### src/peg_pkg.sv
// package of the pulse event gate counter: register map, field positions,
// reset values and the tick divider count.
// assumes a 32-bit apb with byte addresses and one register per aligned word.
`default_nettype none

package peg_pkg;

    // --------------------------------------------------------------------
    // bus geometry
    // --------------------------------------------------------------------
    localparam int ADDR_W = 8;                // apb address width
    localparam int DATA_W = 32;               // apb data width
    localparam int CNT_W  = 8;                // accumulator width

    // --------------------------------------------------------------------
    // register offsets (byte addresses)
    // --------------------------------------------------------------------
    localparam logic [ADDR_W-1:0] OFF_CTRL  = 8'h00;  // accumulator_control
    localparam logic [ADDR_W-1:0] OFF_COUNT = 8'h04;  // accumulator_count
    localparam logic [ADDR_W-1:0] OFF_MASK2 = 8'h08;  // timer_mask_two
    localparam logic [ADDR_W-1:0] OFF_FLAG2 = 8'h0c;  // timer_flags_two

    // --------------------------------------------------------------------
    // field positions
    // --------------------------------------------------------------------
    localparam int CTL_EN_BIT   = 6;          // accum_enable
    localparam int CTL_MODE_BIT = 5;          // accum_mode_sel
    localparam int CTL_EDGE_BIT = 4;          // edge_level_sel
    localparam int CTL_SEL_BIT  = 2;          // capture4_compare5_sel
    localparam int WRAP_BIT     = 5;          // count_wrap flag and enable
    localparam int EDGE_BIT     = 4;          // input_edge flag and enable

    // --------------------------------------------------------------------
    // reset values
    // --------------------------------------------------------------------
    localparam logic RST_EN    = 1'b0;        // accumulator off
    localparam logic RST_MODE  = 1'b0;        // event counting
    localparam logic RST_EDGE  = 1'b0;        // falling edge / low inhibits
    localparam logic RST_SEL   = 1'b0;        // compare 5 selected
    localparam logic RST_IRQEN = 1'b0;        // both requests masked
    localparam logic RST_FLAG  = 1'b0;        // both flags clear

    // --------------------------------------------------------------------
    // timing
    // --------------------------------------------------------------------
    localparam int TICK_DIV = 64;             // gated-mode time base divider

    // counting mode of the accumulator
    typedef enum logic {
        PEG_MODE_EVENT = 1'b0,
        PEG_MODE_GATED = 1'b1
    } peg_mode_t;

endpackage : peg_pkg

`default_nettype wire

### src/peg_pin_if.sv
// interface carrying the conditioned accumulator input between the pin
// synchroniser and the counter core.
// assumes both ends run on ref_clk.
`timescale 1ns/1ns
`default_nettype none

interface peg_pin_if;
    logic level;                              // synchronised pin level
    logic rise;                               // one-cycle rising edge
    logic fall;                               // one-cycle falling edge

    modport src (output level, output rise, output fall);
    modport dst (input level, input rise, input fall);
endinterface : peg_pin_if

`default_nettype wire

### src/peg_counter.sv
// top of the pulse event gate counter: apb register slave, 8-bit
// accumulator, wrap and input-edge flags with their request outputs.
// assumes an apb master on ref_clk and an asynchronous accumulator pin.
`timescale 1ns/1ns
`default_nettype none

module peg_counter #(
    parameter int TICK_DIV = peg_pkg::TICK_DIV  // gated-mode time base
) (
    // clock, reset, clock enable
    input  wire logic                         ref_clk,
    input  wire logic                         rst,
    input  wire logic                         ce,
    // apb slave
    input  wire logic                         psel,
    input  wire logic                         penable,
    input  wire logic                         pwrite,
    input  wire logic [peg_pkg::ADDR_W-1:0]   paddr,
    input  wire logic [peg_pkg::DATA_W-1:0]   pwdata,
    output logic      [peg_pkg::DATA_W-1:0]   prdata,
    output logic                              pready,
    output logic                              pslverr,
    // accumulator pin
    input  wire logic                         accum_input_pin,
    // requests and function selects
    output logic                              count_wrap_irq,
    output logic                              input_edge_irq,
    output logic                              fourth_input_capture_en,
    output logic                              fifth_output_compare_en
);
    import peg_pkg::*;

    // --------------------------------------------------------------------
    // declarations
    // --------------------------------------------------------------------
    peg_pin_if pin ();                        // conditioned pin
    logic                tick;                // divide-by-N time base

    logic                en_r,     en_nxt;    // accum_enable
    peg_mode_t           mode_r,   mode_nxt;  // accum_mode_sel
    logic                edge_r,   edge_nxt;  // edge_level_sel
    logic                sel_r,    sel_nxt;   // capture4_compare5_sel
    logic                wirq_r,   wirq_nxt;  // count_wrap_irq_en
    logic                eirq_r,   eirq_nxt;  // input_edge_irq_en
    logic                wflag_r,  wflag_nxt; // count_wrap_flag
    logic                eflag_r,  eflag_nxt; // input_edge_flag
    logic [CNT_W-1:0]    count_r,  count_nxt; // accumulator_count, no reset
    logic [DATA_W-1:0]   rdata_r,  rdata_nxt; // registered read data
    logic                seen_r,   seen_nxt;  // setup phase taken

    logic                acc;                 // transfer completes this edge
    logic                wr;                  // write completes this edge
    logic                mapped;              // address hits a register
    logic                sel_edge;            // selected pin edge
    logic                gate_open;           // gated mode pin active
    logic                inc;                 // accumulator advances
    logic                wrap;                // advance from all ones
    logic [DATA_W-1:0]   rd_mux;              // value at paddr

    // --------------------------------------------------------------------
    // pin conditioning and time base
    // --------------------------------------------------------------------
    // two flops before any logic; the source must itself change no faster than clock/2
    peg_pin_sync u_sync (
        .ref_clk   (ref_clk),
        .rst       (rst),
        .ce        (ce),
        .pin_async (accum_input_pin),
        .pin_o     (pin)
    );

    peg_tick_div #(
        .DIV (TICK_DIV)
    ) u_tick (
        .ref_clk (ref_clk),
        .rst     (rst),
        .ce      (ce),
        .tick    (tick)
    );

    // --------------------------------------------------------------------
    // apb decode
    // --------------------------------------------------------------------
    // ready waits one taken setup phase so read data is always fresh
    assign pready  = ce & seen_r;
    assign acc     = psel & penable & pready;
    assign wr      = acc & pwrite;
    assign mapped  = (paddr == OFF_CTRL) || (paddr == OFF_COUNT) ||
                     (paddr == OFF_MASK2) || (paddr == OFF_FLAG2);
    assign pslverr = psel & penable & pready & ~mapped;

    // read mux, unused bits read zero
    always_comb begin
        rd_mux = '0;
        unique case (paddr)
            OFF_CTRL: begin
                rd_mux[CTL_EN_BIT]   = en_r;
                rd_mux[CTL_MODE_BIT] = mode_r;
                rd_mux[CTL_EDGE_BIT] = edge_r;
                rd_mux[CTL_SEL_BIT]  = sel_r;
            end
            OFF_COUNT: begin
                rd_mux[CNT_W-1:0]    = count_r;
            end
            OFF_MASK2: begin
                rd_mux[WRAP_BIT]     = wirq_r;
                rd_mux[EDGE_BIT]     = eirq_r;
            end
            OFF_FLAG2: begin
                rd_mux[WRAP_BIT]     = wflag_r;
                rd_mux[EDGE_BIT]     = eflag_r;
            end
            default: begin
                rd_mux = '0;
            end
        endcase
    end

    // --------------------------------------------------------------------
    // accumulator datapath
    // --------------------------------------------------------------------
    // one edge select serves both modes: in gated mode the selected edge
    // is the one that closes the gate
    always_comb begin
        sel_edge  = en_r & (edge_r ? pin.rise : pin.fall);
        // the gate is open while the pin differs from the inhibit level
        gate_open = pin.level ^ edge_r;
        unique case (mode_r)
            PEG_MODE_EVENT: inc = en_r & sel_edge;
            PEG_MODE_GATED: inc = en_r & tick & gate_open;
        endcase
        wrap = inc & (count_r == {CNT_W{1'b1}});
    end

    // --------------------------------------------------------------------
    // next state of registers, flags and count
    // --------------------------------------------------------------------
    always_comb begin
        en_nxt    = en_r;
        mode_nxt  = mode_r;
        edge_nxt  = edge_r;
        sel_nxt   = sel_r;
        wirq_nxt  = wirq_r;
        eirq_nxt  = eirq_r;
        // software write one clears, hardware set wins the same cycle
        wflag_nxt = wflag_r;
        eflag_nxt = eflag_r;
        // count advances in its own phase, a register write overrides it
        count_nxt = inc ? count_r + 1'b1 : count_r;
        seen_nxt  = psel & ~acc;
        rdata_nxt = psel ? rd_mux : rdata_r;
        if (wr) begin
            unique case (paddr)
                OFF_CTRL: begin
                    en_nxt   = pwdata[CTL_EN_BIT];
                    mode_nxt = peg_mode_t'(pwdata[CTL_MODE_BIT]);
                    edge_nxt = pwdata[CTL_EDGE_BIT];
                    sel_nxt  = pwdata[CTL_SEL_BIT];
                end
                OFF_COUNT: begin
                    count_nxt = pwdata[CNT_W-1:0];
                end
                OFF_MASK2: begin
                    wirq_nxt = pwdata[WRAP_BIT];
                    eirq_nxt = pwdata[EDGE_BIT];
                end
                OFF_FLAG2: begin
                    if (pwdata[WRAP_BIT]) wflag_nxt = 1'b0;
                    if (pwdata[EDGE_BIT]) eflag_nxt = 1'b0;
                end
                default: begin
                    en_nxt = en_r;
                end
            endcase
        end
        if (wrap)     wflag_nxt = 1'b1;
        if (sel_edge) eflag_nxt = 1'b1;
    end

    // control state, flags and bus state take reset
    always_ff @(posedge ref_clk) begin
        if (rst) begin
            en_r    <= RST_EN;
            mode_r  <= peg_mode_t'(RST_MODE);
            edge_r  <= RST_EDGE;
            sel_r   <= RST_SEL;
            wirq_r  <= RST_IRQEN;
            eirq_r  <= RST_IRQEN;
            wflag_r <= RST_FLAG;
            eflag_r <= RST_FLAG;
            seen_r  <= 1'b0;
            rdata_r <= '0;
        end else if (ce) begin
            en_r    <= en_nxt;
            mode_r  <= mode_nxt;
            edge_r  <= edge_nxt;
            sel_r   <= sel_nxt;
            wirq_r  <= wirq_nxt;
            eirq_r  <= eirq_nxt;
            wflag_r <= wflag_nxt;
            eflag_r <= eflag_nxt;
            seen_r  <= seen_nxt;
            rdata_r <= rdata_nxt;
        end
    end

    // the count keeps its contents through reset
    always_ff @(posedge ref_clk) begin
        if (ce) begin
            count_r <= count_nxt;
        end
    end

    // --------------------------------------------------------------------
    // outputs
    // --------------------------------------------------------------------
    assign prdata                  = rdata_r;
    // enables gate only the requests, never the flags
    assign count_wrap_irq          = wflag_r & wirq_r;
    assign input_edge_irq          = eflag_r & eirq_r;
    // the pin is shared, so exactly one function owns it
    assign fourth_input_capture_en = sel_r;
    assign fifth_output_compare_en = ~sel_r;

    logic wr_cnt;                             // count overwritten this edge
    assign wr_cnt = wr & (paddr == OFF_COUNT);

    // the count takes no reset, so it is unknown until first written;
    // the count checks wait for that write. reset clears this helper too,
    // a short blind spot traded for a helper that needs no initial value
    logic cnt_seen_r, cnt_seen_nxt;           // count holds a written value

    always_comb begin
        cnt_seen_nxt = cnt_seen_r | wr_cnt;
    end

    always_ff @(posedge ref_clk) begin
        if (rst) begin
            cnt_seen_r <= 1'b0;
        end else if (ce) begin
            cnt_seen_r <= cnt_seen_nxt;
        end
    end
endmodule : peg_counter

`default_nettype wire

### src/peg_pin_sync.sv
// two-flop synchroniser and edge detector for the accumulator input pin.
// assumes the pin is asynchronous to ref_clk and changes no faster than
// half the clock rate, otherwise edges merge and are lost.
`timescale 1ns/1ns
`default_nettype none

module peg_pin_sync (
    // clock and control
    input  wire logic ref_clk,
    input  wire logic rst,
    input  wire logic ce,
    // raw pin
    input  wire logic pin_async,
    // conditioned pin
    peg_pin_if.src    pin_o
);
    import peg_pkg::*;

    logic meta_r,  meta_nxt;                  // first stage, read by sync only
    logic sync_r,  sync_nxt;                  // second stage, safe level
    logic last_r,  last_nxt;                  // previous safe level

    // --------------------------------------------------------------------
    // next state
    // --------------------------------------------------------------------
    always_comb begin
        meta_nxt = pin_async;
        sync_nxt = meta_r;
        last_nxt = sync_r;
    end

    // freezes with ce so an edge is never seen twice
    always_ff @(posedge ref_clk) begin
        if (rst) begin
            meta_r <= 1'b0;
            sync_r <= 1'b0;
            last_r <= 1'b0;
        end else if (ce) begin
            meta_r <= meta_nxt;
            sync_r <= sync_nxt;
            last_r <= last_nxt;
        end
    end

    // edges come only from the second and third stage
    assign pin_o.level = sync_r;
    assign pin_o.rise  = sync_r & ~last_r;
    assign pin_o.fall  = ~sync_r & last_r;

endmodule : peg_pin_sync

`default_nettype wire

### src/peg_tick_div.sv
// free-running divider giving one tick every DIV enabled clocks.
// assumes it is never stopped except by reset or a low clock enable.
`timescale 1ns/1ns
`default_nettype none

module peg_tick_div #(
    parameter int DIV = peg_pkg::TICK_DIV     // clocks per tick
) (
    // clock and control
    input  wire logic ref_clk,
    input  wire logic rst,
    input  wire logic ce,
    // tick out
    output logic      tick
);
    import peg_pkg::*;

    localparam int W = (DIV > 1) ? $clog2(DIV) : 1;
    localparam logic [W-1:0] LAST = W'(DIV - 1);

    logic [W-1:0] cnt_r, cnt_nxt;             // position within the period
    logic         tick_r, tick_nxt;           // registered tick

    // --------------------------------------------------------------------
    // next state
    // --------------------------------------------------------------------
    always_comb begin
        tick_nxt = (cnt_r == LAST);
        cnt_nxt  = (cnt_r == LAST) ? '0 : cnt_r + 1'b1;
    end

    // not gated by the accumulator enable: the time base keeps running
    always_ff @(posedge ref_clk) begin
        if (rst) begin
            cnt_r  <= '0;
            tick_r <= 1'b0;
        end else if (ce) begin
            cnt_r  <= cnt_nxt;
            tick_r <= tick_nxt;
        end
    end

    assign tick = tick_r;

endmodule : peg_tick_div

`default_nettype wire

### config.mk
export PLATFORM = sky130hd
export DESIGN_NAME = peg_counter
export DESIGN_NICKNAME = d
export VERILOG_FILES = /design/src/peg_pkg.sv /design/src/peg_pin_if.sv /design/src/peg_counter.sv /design/src/peg_pin_sync.sv /design/src/peg_tick_div.sv
export SDC_FILE = /design/constraint.sdc
export NUM_CORES = 1
export LEC_CHECK = 0
export BUFFER_PORTS_ARGS = -buffer_cell sky130_fd_sc_hd__clkbuf_2
export CORE_UTILIZATION = 30
export CTS_CLUSTER_DIAMETER = 100
export DETAILED_ROUTE_END_ITERATION = 7
export GPL_ROUTABILITY_DRIVEN = 0
export PLACE_DENSITY = 0.56
export SYNTH_ARGS = -nofsm -noshare
export SYNTH_HDL_FRONTEND = slang
export SYNTH_SLANG_ARGS = --single-unit
### constraint.sdc
create_clock -name ref_clk -period 3.36 [get_ports ref_clk]
set_clock_uncertainty 0.2 [all_clocks]
set_input_delay 0.504 -clock ref_clk [delete_from_list [all_inputs] [get_ports ref_clk]]
set_output_delay 0.504 -clock ref_clk [all_outputs]
set_load 0.005 [all_outputs]
==> flow_summary.rst, run 1 <==
.. list-table::
   :header-rows: 1

   * - Metric
     - Value
   * - Transition time of the tightest slew-check pin
     - ~0.54 ns
   * - Period minus WS final
     - between 2 and 2.5 ns
   * - Total via count after detailed routing
     - between 1500 and 2000
   * - CTS buffer count
     - 5
   * - Reported leakage power
     - 0.000882 uW
   * - Clock tree sinks
     - 35
   * - Final Routed Wirelength
     - 3940 um
   * - Critical path class
     - input pin to flop
   * - DRC violation total after the first TritonRoute iteration
     - 80
   * - Effective utilization at floorplan
     - between 30% and 40%
   * - DR vias/cell
     - ~4.7
   * - First-pass GRT wire length
     - 6150 um
   * - Clock latency at the later pin of the worst-skew pair
     - around 0.28 ns
   * - Post-Synth Simple-Gate Area
     - around 23%
   * - R2R setup slack
     - approximately 1.1 ns
   * - Port Buffers
     - 36
   * - Chip Width
     - roughly 82 um
   * - Buffer cell driving the clock tree root
     - sky130_fd_sc_hd__clkbuf_8
   * - GRT Overall Usage
     - approximately 13%
   * - Maximum clock path buffer count
     - 2
   * - Row cnt
     - 28
   * - Count of maximum capacitance violations
     - 0
   * - Combinational family with the most area after synthesis
     - simple AND/OR/NAND/NOR gates
   * - Pins Over Slew Limit
     - 0
   * - Hold Crit Class
     - flop to flop
   * - Headroom to the max-slew limit
     - roughly 64%
   * - Final cell count without fillers
     - between 300 and 400
   * - Portion of the clock cycle consumed by the worst path in the final layout
     - between 70% and 80%
   * - Data required time of the critical path
     - roughly 3.2 ns
   * - Overflow left after global routing
     - 0
   * - Number of levels the H-tree was split into
     - 2
   * - Hold violation total from the final report
     - 0
   * - Multiplexer share of the synthesized area
     - about 10%
   * - Max Fanout on Critical Path
     - 4
   * - Total half-perimeter wirelength after legalization and detailed placement
     - 2960 um
   * - Data arrival at the endpoint of the critical path
     - 2.29 ns
   * - Placed Instances
     - around 320
   * - Proportion of layout cells with a drive suffix above 1
     - a little under a quarter
   * - Die outline area
     - roughly 6700 um^2
   * - RSZ-0062 raised after global routing
     - false
   * - CTS tree
     - done
   * - R2r startpoint
     - u_sync.pin_o.level
   * - Synth Cell Area
     - ~1900 um^2
   * - Syn avg cell area
     - around 9.1 um^2
   * - Reg-to-reg critical path endpoint
     - wflag_r
   * - Area Growth Syn to Fin
     - 13.8%
   * - Complex-gate fraction of the synthesized area
     - 7.18%
   * - Worst min-delay path startpoint
     - u_tick.tick
   * - Hold Path Cell Cnt
     - 2
   * - Synth Instances
     - 209
   * - Number of antenna diodes
     - 0
   * - Count of endpoints failing setup in the final report
     - 0
   * - Element type at the critical path start
     - input pin
   * - Ys Warns
     - 0
   * - Filler Cell Count
     - 667
   * - Synth Register Bits
     - 35
   * - Count of cells along the worst register-to-register path
     - 6
   * - Count of instances resized after the clock tree is built
     - 0
   * - Worst-case vdd ir drop
     - 186 uV
   * - Sequential-to-total area share from yosys stat
     - between 40% and 50%
   * - Cts hold-fix bufs
     - 0
   * - First-pass detailed-route iteration total
     - 4
   * - DIE HEIGHT
     - approximately 82 um
   * - Highest achievable clock rate
     - a little over 400 MHz
   * - CP Capture Type
     - flop
   * - Number of nets at the end of the flow
     - 297
   * - Number of antenna violations at the first check in global routing
     - 0
   * - Xor/xnor share of the synthesized area
     - 5.99%
   * - Count of nets left with antenna violations after detail routing
     - 0
   * - Maximum number of pins on one net before global-route repair
     - 26
   * - Outcome
     - finished clean
   * - Floorplan core area
     - roughly 6000 um^2
   * - Post-CTS clock slew at the launch and capture registers of the worst setup and hold paths
     - around 0.070 ns
   * - Top Ports
     - 85
   * - Number of global-route vias before repair
     - around 1300
   * - Setup TNS Final
     - 0 ns
   * - Count of buffers added by post-CTS timing repair for setup
     - 0
   * - Pwr per Cell Area
     - 375 nW/um^2
   * - Hold Path End
     - u_tick.tick
   * - Routed WL per cell
     - ~12 um
   * - Arithmetic-cell share of the synthesized area counting full adders, half adders and majority gates
     - 1.32%
   * - Final routed DRC violation total
     - 0
   * - Count of unique library cells instantiated by Yosys
     - 36
## placed cells by master (no fill, tap or decap), drive strengths merged, types with 8 or more instances in the layout
| cell | count |
|---|---|
| nor3 | 8 |
| conb | 24 |
| dfxtp | 27 |
| nand2 | 25 |
| edfxtp | 8 |
| clkbuf | 44 |
| nor2 | 22 |
| mux2i | 10 |
## cell usage after synthesis
master,count,share of area (%)
sky130_fd_sc_hd__nor4_1,2,0.66
sky130_fd_sc_hd__xnor2_1,6,2.8
sky130_fd_sc_hd__or4_4,2,1.2
sky130_fd_sc_hd__or3_1,2,0.66
sky130_fd_sc_hd__mux4_2,2,2.4
sky130_fd_sc_hd__nor3_1,6,1.6
sky130_fd_sc_hd__and4bb_2,1,0.66
sky130_fd_sc_hd__buf_2,2,0.53
sky130_fd_sc_hd__o21ai_0,7,1.8
sky130_fd_sc_hd__o31ai_1,2,0.79
sky130_fd_sc_hd__nor4b_1,1,0.46
sky130_fd_sc_hd__inv_1,3,0.59
sky130_fd_sc_hd__or4_1,1,0.40
sky130_fd_sc_hd__a22oi_1,5,2.0
sky130_fd_sc_hd__a21oi_1,7,1.8
sky130_fd_sc_hd__and2_1,5,1.6
sky130_fd_sc_hd__buf_1,1,0.20
sky130_fd_sc_hd__buf_4,24,9.5
sky130_fd_sc_hd__nor3_2,2,1.1
sky130_fd_sc_hd__or4b_2,1,0.53
sky130_fd_sc_hd__and3_1,1,0.33
sky130_fd_sc_hd__a211oi_1,1,0.40
sky130_fd_sc_hd__clkbuf_1,4,0.79
sky130_fd_sc_hd__conb_1,1,0.20
sky130_fd_sc_hd__dfxtp_1,27,28
sky130_fd_sc_hd__xor2_1,7,3.2
sky130_fd_sc_hd__mux2i_1,10,5.3
sky130_fd_sc_hd__ha_1,2,1.3
sky130_fd_sc_hd__nand3_1,7,1.8
sky130_fd_sc_hd__nand4_1,4,1.3
sky130_fd_sc_hd__mux2_2,4,2.4
sky130_fd_sc_hd__nor2_1,22,4.3
sky130_fd_sc_hd__o22ai_1,1,0.33
sky130_fd_sc_hd__nand2_1,25,4.9
sky130_fd_sc_hd__nand2b_1,3,0.99
sky130_fd_sc_hd__edfxtp_1,8,13
## registers in the layout, indices dropped and copies added (netlist names)
name / cells
u_tick.tick: 1
edge_r: 1
fourth_input_capture_en: 1
u_tick.cnt_r: 6
en_r: 1
u_sync.last_r: 1
mode_r: 1
wflag_r: 1
u_sync.meta_r: 1
prdata: 8
eflag_r: 1
u_sync.pin_o.level: 1
seen_r: 1
eirq_r: 1
count_r: 8
wirq_r: 1
## critical path, stage by stage
cell                       delay (ns)
sky130_fd_sc_hd__clkbuf_2        0.08
sky130_fd_sc_hd__or4_4           0.54
sky130_fd_sc_hd__or4_4           0.46
sky130_fd_sc_hd__nor3_2          0.33
sky130_fd_sc_hd__mux2_2          0.37
## per-layer routing
layer / part of all wire (%) / vias to the layer above / GRT usage, %
met5: 0 / - / 0
met1: 48 / 704 / 16.4
li1: - / 754 / -
met2: 45 / 47 / 19.4
met4: 0.81 / 0 / 4.21
met3: 6.1 / 4 / 4.11
## per-stage QoR
step                util, %  power, uW  hold slack, ns  setup WS [ns]  instance area, um^2
floorplan                 -        519           0.232          0.817                 1990
global placement       34.5        527           0.242          0.595                 2080
detailed placement     34.5        529           0.245          0.596                 2080
CTS                    35.9        821           0.255          0.904                 2160
global route           35.9        851           0.264          0.843                 2160
finish                 35.9        810           0.250          0.909                 2160
## power breakdown
part | switching, uW | total (uW) | internal [uW]
Sequential | 10.3 | 451 | 441
Combinational | 39.9 | 67.3 | 27.4
Clock | 144 | 291 | 147
Total | 194 | 810 | 616
## area by class of cell
class	count	area, um^2	area share [%]
inverter	3	11.3	0.521
sequential	35	781	36.1
timing repair buffer	40	210	9.73
clock buffer	8	80.1	3.71
multi-input combinational	163	985	45.6
tap	75	93.8	4.34
## logic make-up after synthesis
family / after synthesis
muxes: 16
buffers and inverters: 34
DFF: 35
adders and majority gates: 2
other: 1
and+or+nand+nor: 85
xor gates and xnor gates: 13
AOI/OAI and AO/OA: 23
## how the worst max path moves through the flow
stage / startpoint / cells after the start / slack [ns] / to
floorplan: paddr[1] / 4 / 0.82 / count_r[1]
global placement: paddr[1] / 5 / 0.59 / count_r[5]
detailed placement: paddr[1] / 5 / 0.60 / count_r[1]
CTS: paddr[1] / 5 / 0.90 / count_r[5]
global route: paddr[1] / 5 / 0.84 / count_r[5]
finish: paddr[1] / 5 / 0.91 / count_r[5]
Power figures use the tool's default switching activity.
==> run 2, diff against run 1 <==
--- a/config.mk
+++ b/config.mk
@@ -5,12 +5,13 @@
 export SDC_FILE = /design/constraint.sdc
 export NUM_CORES = 1
 export LEC_CHECK = 0
+export ABC_AREA = 1
 export BUFFER_PORTS_ARGS = -buffer_cell sky130_fd_sc_hd__clkbuf_2
 export CORE_UTILIZATION = 30
 export CTS_CLUSTER_DIAMETER = 100
 export DETAILED_ROUTE_END_ITERATION = 7
 export GPL_ROUTABILITY_DRIVEN = 0
-export PLACE_DENSITY = 0.56
+export PLACE_DENSITY = 0.55
 export SYNTH_ARGS = -nofsm -noshare
 export SYNTH_HDL_FRONTEND = slang
 export SYNTH_SLANG_ARGS = --single-unit
==> constraint.sdc (replaced) <==
create_clock -name ref_clk -period 2.5 [get_ports ref_clk]
set_clock_uncertainty 0.2 [all_clocks]
set_input_delay 0.375 -clock ref_clk [delete_from_list [all_inputs] [get_ports ref_clk]]
set_output_delay 0.375 -clock ref_clk [all_outputs]
set_load 0.005 [all_outputs]
==> run 2 against run 1 <==
Net effect:
- the flow now finishes with violations (DRC)
- power rose by 42%
- critical path depth did not move
- wire length rose by 16%
- sequential cell count did not move
- via count rose by 21%
- clock power rose by 46%
- area after synthesis rose by 8.6%
- highest routed layer unchanged
==> flow_summary.rst, run 2 <==
.. list-table::
   :header-rows: 1

   * - Metric
     - Value
   * - Effective utilization at floorplan
     - 31.8%
   * - Xor/xnor share of the synthesized area
     - approximately 3.0%
   * - Final routed DRC violation total
     - 5
   * - Hold violation total from the final report
     - 0
   * - Final Routed Wirelength
     - ~4600 um
   * - Cts hold-fix bufs
     - 0
   * - Count of nets left with antenna violations after detail routing
     - 0
   * - Filler Cell Count
     - 700
   * - Number of antenna diodes
     - 0
   * - Commonest cells after routing, fill and taps aside
     - sky130_fd_sc_hd__nand2_1, sky130_fd_sc_hd__clkbuf_2, sky130_fd_sc_hd__inv_1, sky130_fd_sc_hd__nor2_1, sky130_fd_sc_hd__nand3_1
   * - Final core area utilization
     - between 30% and 40%
   * - Data required time of the critical path
     - approximately 1.9 ns
   * - Max Fanout on Critical Path
     - 3
   * - Met1 global-route usage
     - between 10% and 20%
   * - Maximum clock path buffer count
     - 2
   * - CP Capture Type
     - primary output
   * - Top Ports
     - 85
   * - R2R setup slack
     - about 0.7 ns
   * - Prevailing post-synth register cell
     - sky130_fd_sc_hd__dfxtp_1
   * - Arithmetic-cell share of the synthesized area counting full adders, half adders and majority gates
     - approximately 1.2%
   * - CTS buffer count
     - 5
   * - Synth Instances
     - approximately 300
   * - Area Growth Syn to Fin
     - 12.4%
   * - Row cnt
     - 29
   * - Fraction of synthesized cell area taken by the top area cell type
     - between 20% and 30%
   * - Global routing met3 resource utilization
     - under 10%
   * - Buffer cell driving the clock tree root
     - sky130_fd_sc_hd__clkbuf_8
   * - Syn avg cell area
     - 7.07 um^2
   * - Grt peak-use layer
     - met2
   * - Count of endpoints failing setup in the final report
     - 0
   * - Most used standard cell by instance count after synthesis
     - sky130_fd_sc_hd__nand2_1
   * - DIE HEIGHT
     - between 80 and 90 um
   * - Count of cells along the worst register-to-register path
     - 7
   * - Reg-to-reg critical path endpoint
     - count_r[3]
   * - Multiplexer share of the synthesized area
     - 0%
   * - Data arrival at the endpoint of the critical path
     - 1.25 ns
   * - End point of the critical path
     - pslverr
   * - Synth Register Bits
     - 35
   * - Setup TNS Final
     - 0 ns
   * - Combined area of the multi-input logic cells
     - a little over 1000 um^2
   * - Post-Synth Simple-Gate Area
     - between 30% and 40%
   * - Post-CTS clock slew at the launch and capture registers of the worst setup and hold paths
     - 0.07 ns
   * - CTS tree
     - done
   * - First-pass GRT wire length
     - roughly 7500 um
   * - Violated checks
     - DRC
   * - Count of unique library cells instantiated by Yosys
     - 30
   * - Ys Warns
     - 0
   * - RSZ-0062 raised after global routing
     - false
   * - Proportion of layout cells with a drive suffix above 1
     - between 10% and 20%
   * - Count of maximum capacitance violations
     - 0
   * - Worst min-delay path startpoint
     - accum_input_pin
   * - Number of antenna violations at the first check in global routing
     - 0
   * - Proportion of register bits with asynchronous set or reset after synthesis
     - 0%
   * - Maximum number of pins on one net before global-route repair
     - 22
   * - Count of buffers added by post-CTS timing repair for setup
     - 0
   * - Most common cell after layout, fill and taps aside
     - sky130_fd_sc_hd__nand2_1
   * - Floorplan core area
     - around 6500 um^2
   * - Total via count after detailed routing
     - approximately 1800
   * - CP Launch Point
     - seen_r
   * - Reported leakage power
     - 0.00112 uW
   * - Hold Crit Class
     - input pin to flop
   * - Combinational family with the most area after synthesis
     - simple AND/OR/NAND/NOR gates
   * - Port Buffers
     - 36
   * - DR vias/cell
     - ~4.5
   * - Met2 global-route usage
     - about 22%
   * - Largest area contributor in the netlist
     - sky130_fd_sc_hd__dfxtp_1
   * - Outcome
     - finished with violations
   * - Overflow left after global routing
     - 0
   * - Critical path class
     - flop to primary output
   * - Highest achievable clock rate
     - between 500 and 600 MHz
   * - Number of enable-type register cells in the synthesized netlist
     - 8
   * - Pwr per Cell Area
     - a little under 500 nW/um^2
   * - GRT Overall Usage
     - 13.1%
   * - Portion of the clock cycle consumed by the worst path in the final layout
     - 73.2%
   * - Complex-gate fraction of the synthesized area
     - ~10%
   * - Clock latency at the later pin of the worst-skew pair
     - 0.28 ns
   * - Commonest cells in the netlist
     - sky130_fd_sc_hd__nand2_1, sky130_fd_sc_hd__inv_1, sky130_fd_sc_hd__nor2_1
   * - Count of instances resized after the clock tree is built
     - 0
   * - Period minus WS final
     - roughly 1.8 ns
   * - Number of levels the H-tree was split into
     - 2
   * - Sequential-to-total area share from yosys stat
     - 37.8%
   * - Sequential cell area in the final layout
     - about 780 um^2
   * - Chip Width
     - ~85 um
   * - First-pass detailed-route iteration total
     - 6
   * - Number of global-route vias before repair
     - roughly 1600
   * - Synth Cell Area
     - slightly above 2000 um^2
   * - Worst-case vdd ir drop
     - ~330 uV
   * - R2r startpoint
     - seen_r
   * - Clock tree sinks
     - 35
   * - Routed WL per cell
     - 11.2 um
   * - Die outline area
     - between 7000 and 8000 um^2
   * - Total half-perimeter wirelength after legalization and detailed placement
     - approximately 3500 um
   * - DRC violation total after the first TritonRoute iteration
     - about 120
   * - Cell types with the largest area share after synthesis
     - sky130_fd_sc_hd__dfxtp_1, sky130_fd_sc_hd__edfxtp_1, sky130_fd_sc_hd__nand2_1
   * - Element type at the critical path start
     - flop
   * - Pins Over Slew Limit
     - 0
   * - Number of nets at the end of the flow
     - about 380
## run 2: changes by cell type after synthesis, moves of 5 or more
cell / delta
sky130_fd_sc_hd__nand3_1: +24
sky130_fd_sc_hd__inv_1: +32
sky130_fd_sc_hd__a21oi_1: +9
sky130_fd_sc_hd__a22oi_1: -5
sky130_fd_sc_hd__nand2_1: +34
sky130_fd_sc_hd__and2_1: -5
sky130_fd_sc_hd__o21ai_0: +7
sky130_fd_sc_hd__nor2_1: +10
sky130_fd_sc_hd__mux2i_1: -10
sky130_fd_sc_hd__o21ai_1: +7
## run 2: how the worst min path moves through the flow
stage | cells after the start | endpoint
4_1_cts | 3 | u_sync.meta_r
2_1_floorplan | 2 | u_tick.tick
3_5_place_dp | 2 | prdata[7]
6_report | 3 | u_sync.meta_r
3_3_place_gp | 2 | u_sync.pin_o.level
5_1_grt | 3 | u_sync.meta_r
## run 2: critical path, cell delays in order, from the launching register on
cell and delay [ns]:
sky130_fd_sc_hd__dfxtp_1 0.35, sky130_fd_sc_hd__inv_1 0.07, sky130_fd_sc_hd__nor3_2 0.27, sky130_fd_sc_hd__o21ai_0 0.13, sky130_fd_sc_hd__inv_1 0.06, sky130_fd_sc_hd__clkbuf_2 0.10
## run 2: logic make-up after synthesis
logic type                 after synthesis
xor gates and xnor gates                 7
other                                    1
adders and majority gates                2
buffers and inverters                   66
DFF                                     35
and+or+nand+nor                        140
AOI/OAI and AO/OA                       41
## run 2: power by group
part	total, uW	internal, uW	switching, uW	leakage, uW
logic	112	41.7	69.8	0.000779
registers	611	595	16.4	0.000297
clock network	426	222	203	0.0000482
total	1150	859	290	0.00112
## run 2: layout make-up
cell class	instances	share of cell area, %
tap	77	4.15
timing repair buffer	38	8.41
inverter	36	5.83
sequential	35	33.7
clock buffer	7	3.72
clock inverter	1	0.216
multi-input combinational	214	44.0
## run 2: per-layer routing
metal | vias up | part of all wire [%]
li1 | 968 | -
met1 | 812 | 50
met2 | 44 | 46
met3 | 4 | 4.0
met4 | 0 | 0.63
met5 | - | 0
## run 2: stage by stage
step                      instance area [um^2]  worst slack, ns  cells  power, uW  hold slack [ns]
final                                     2320            0.671    408       1150            0.121
after global placement                    2230            0.598    400        734            0.256
after detailed placement                  2230            0.583    400        735            0.260
after global routing                      2320            0.541    408       1210            0.110
after floorplan                           2150            0.837    315        718            0.246
after CTS                                 2320            0.636    408       1160            0.116
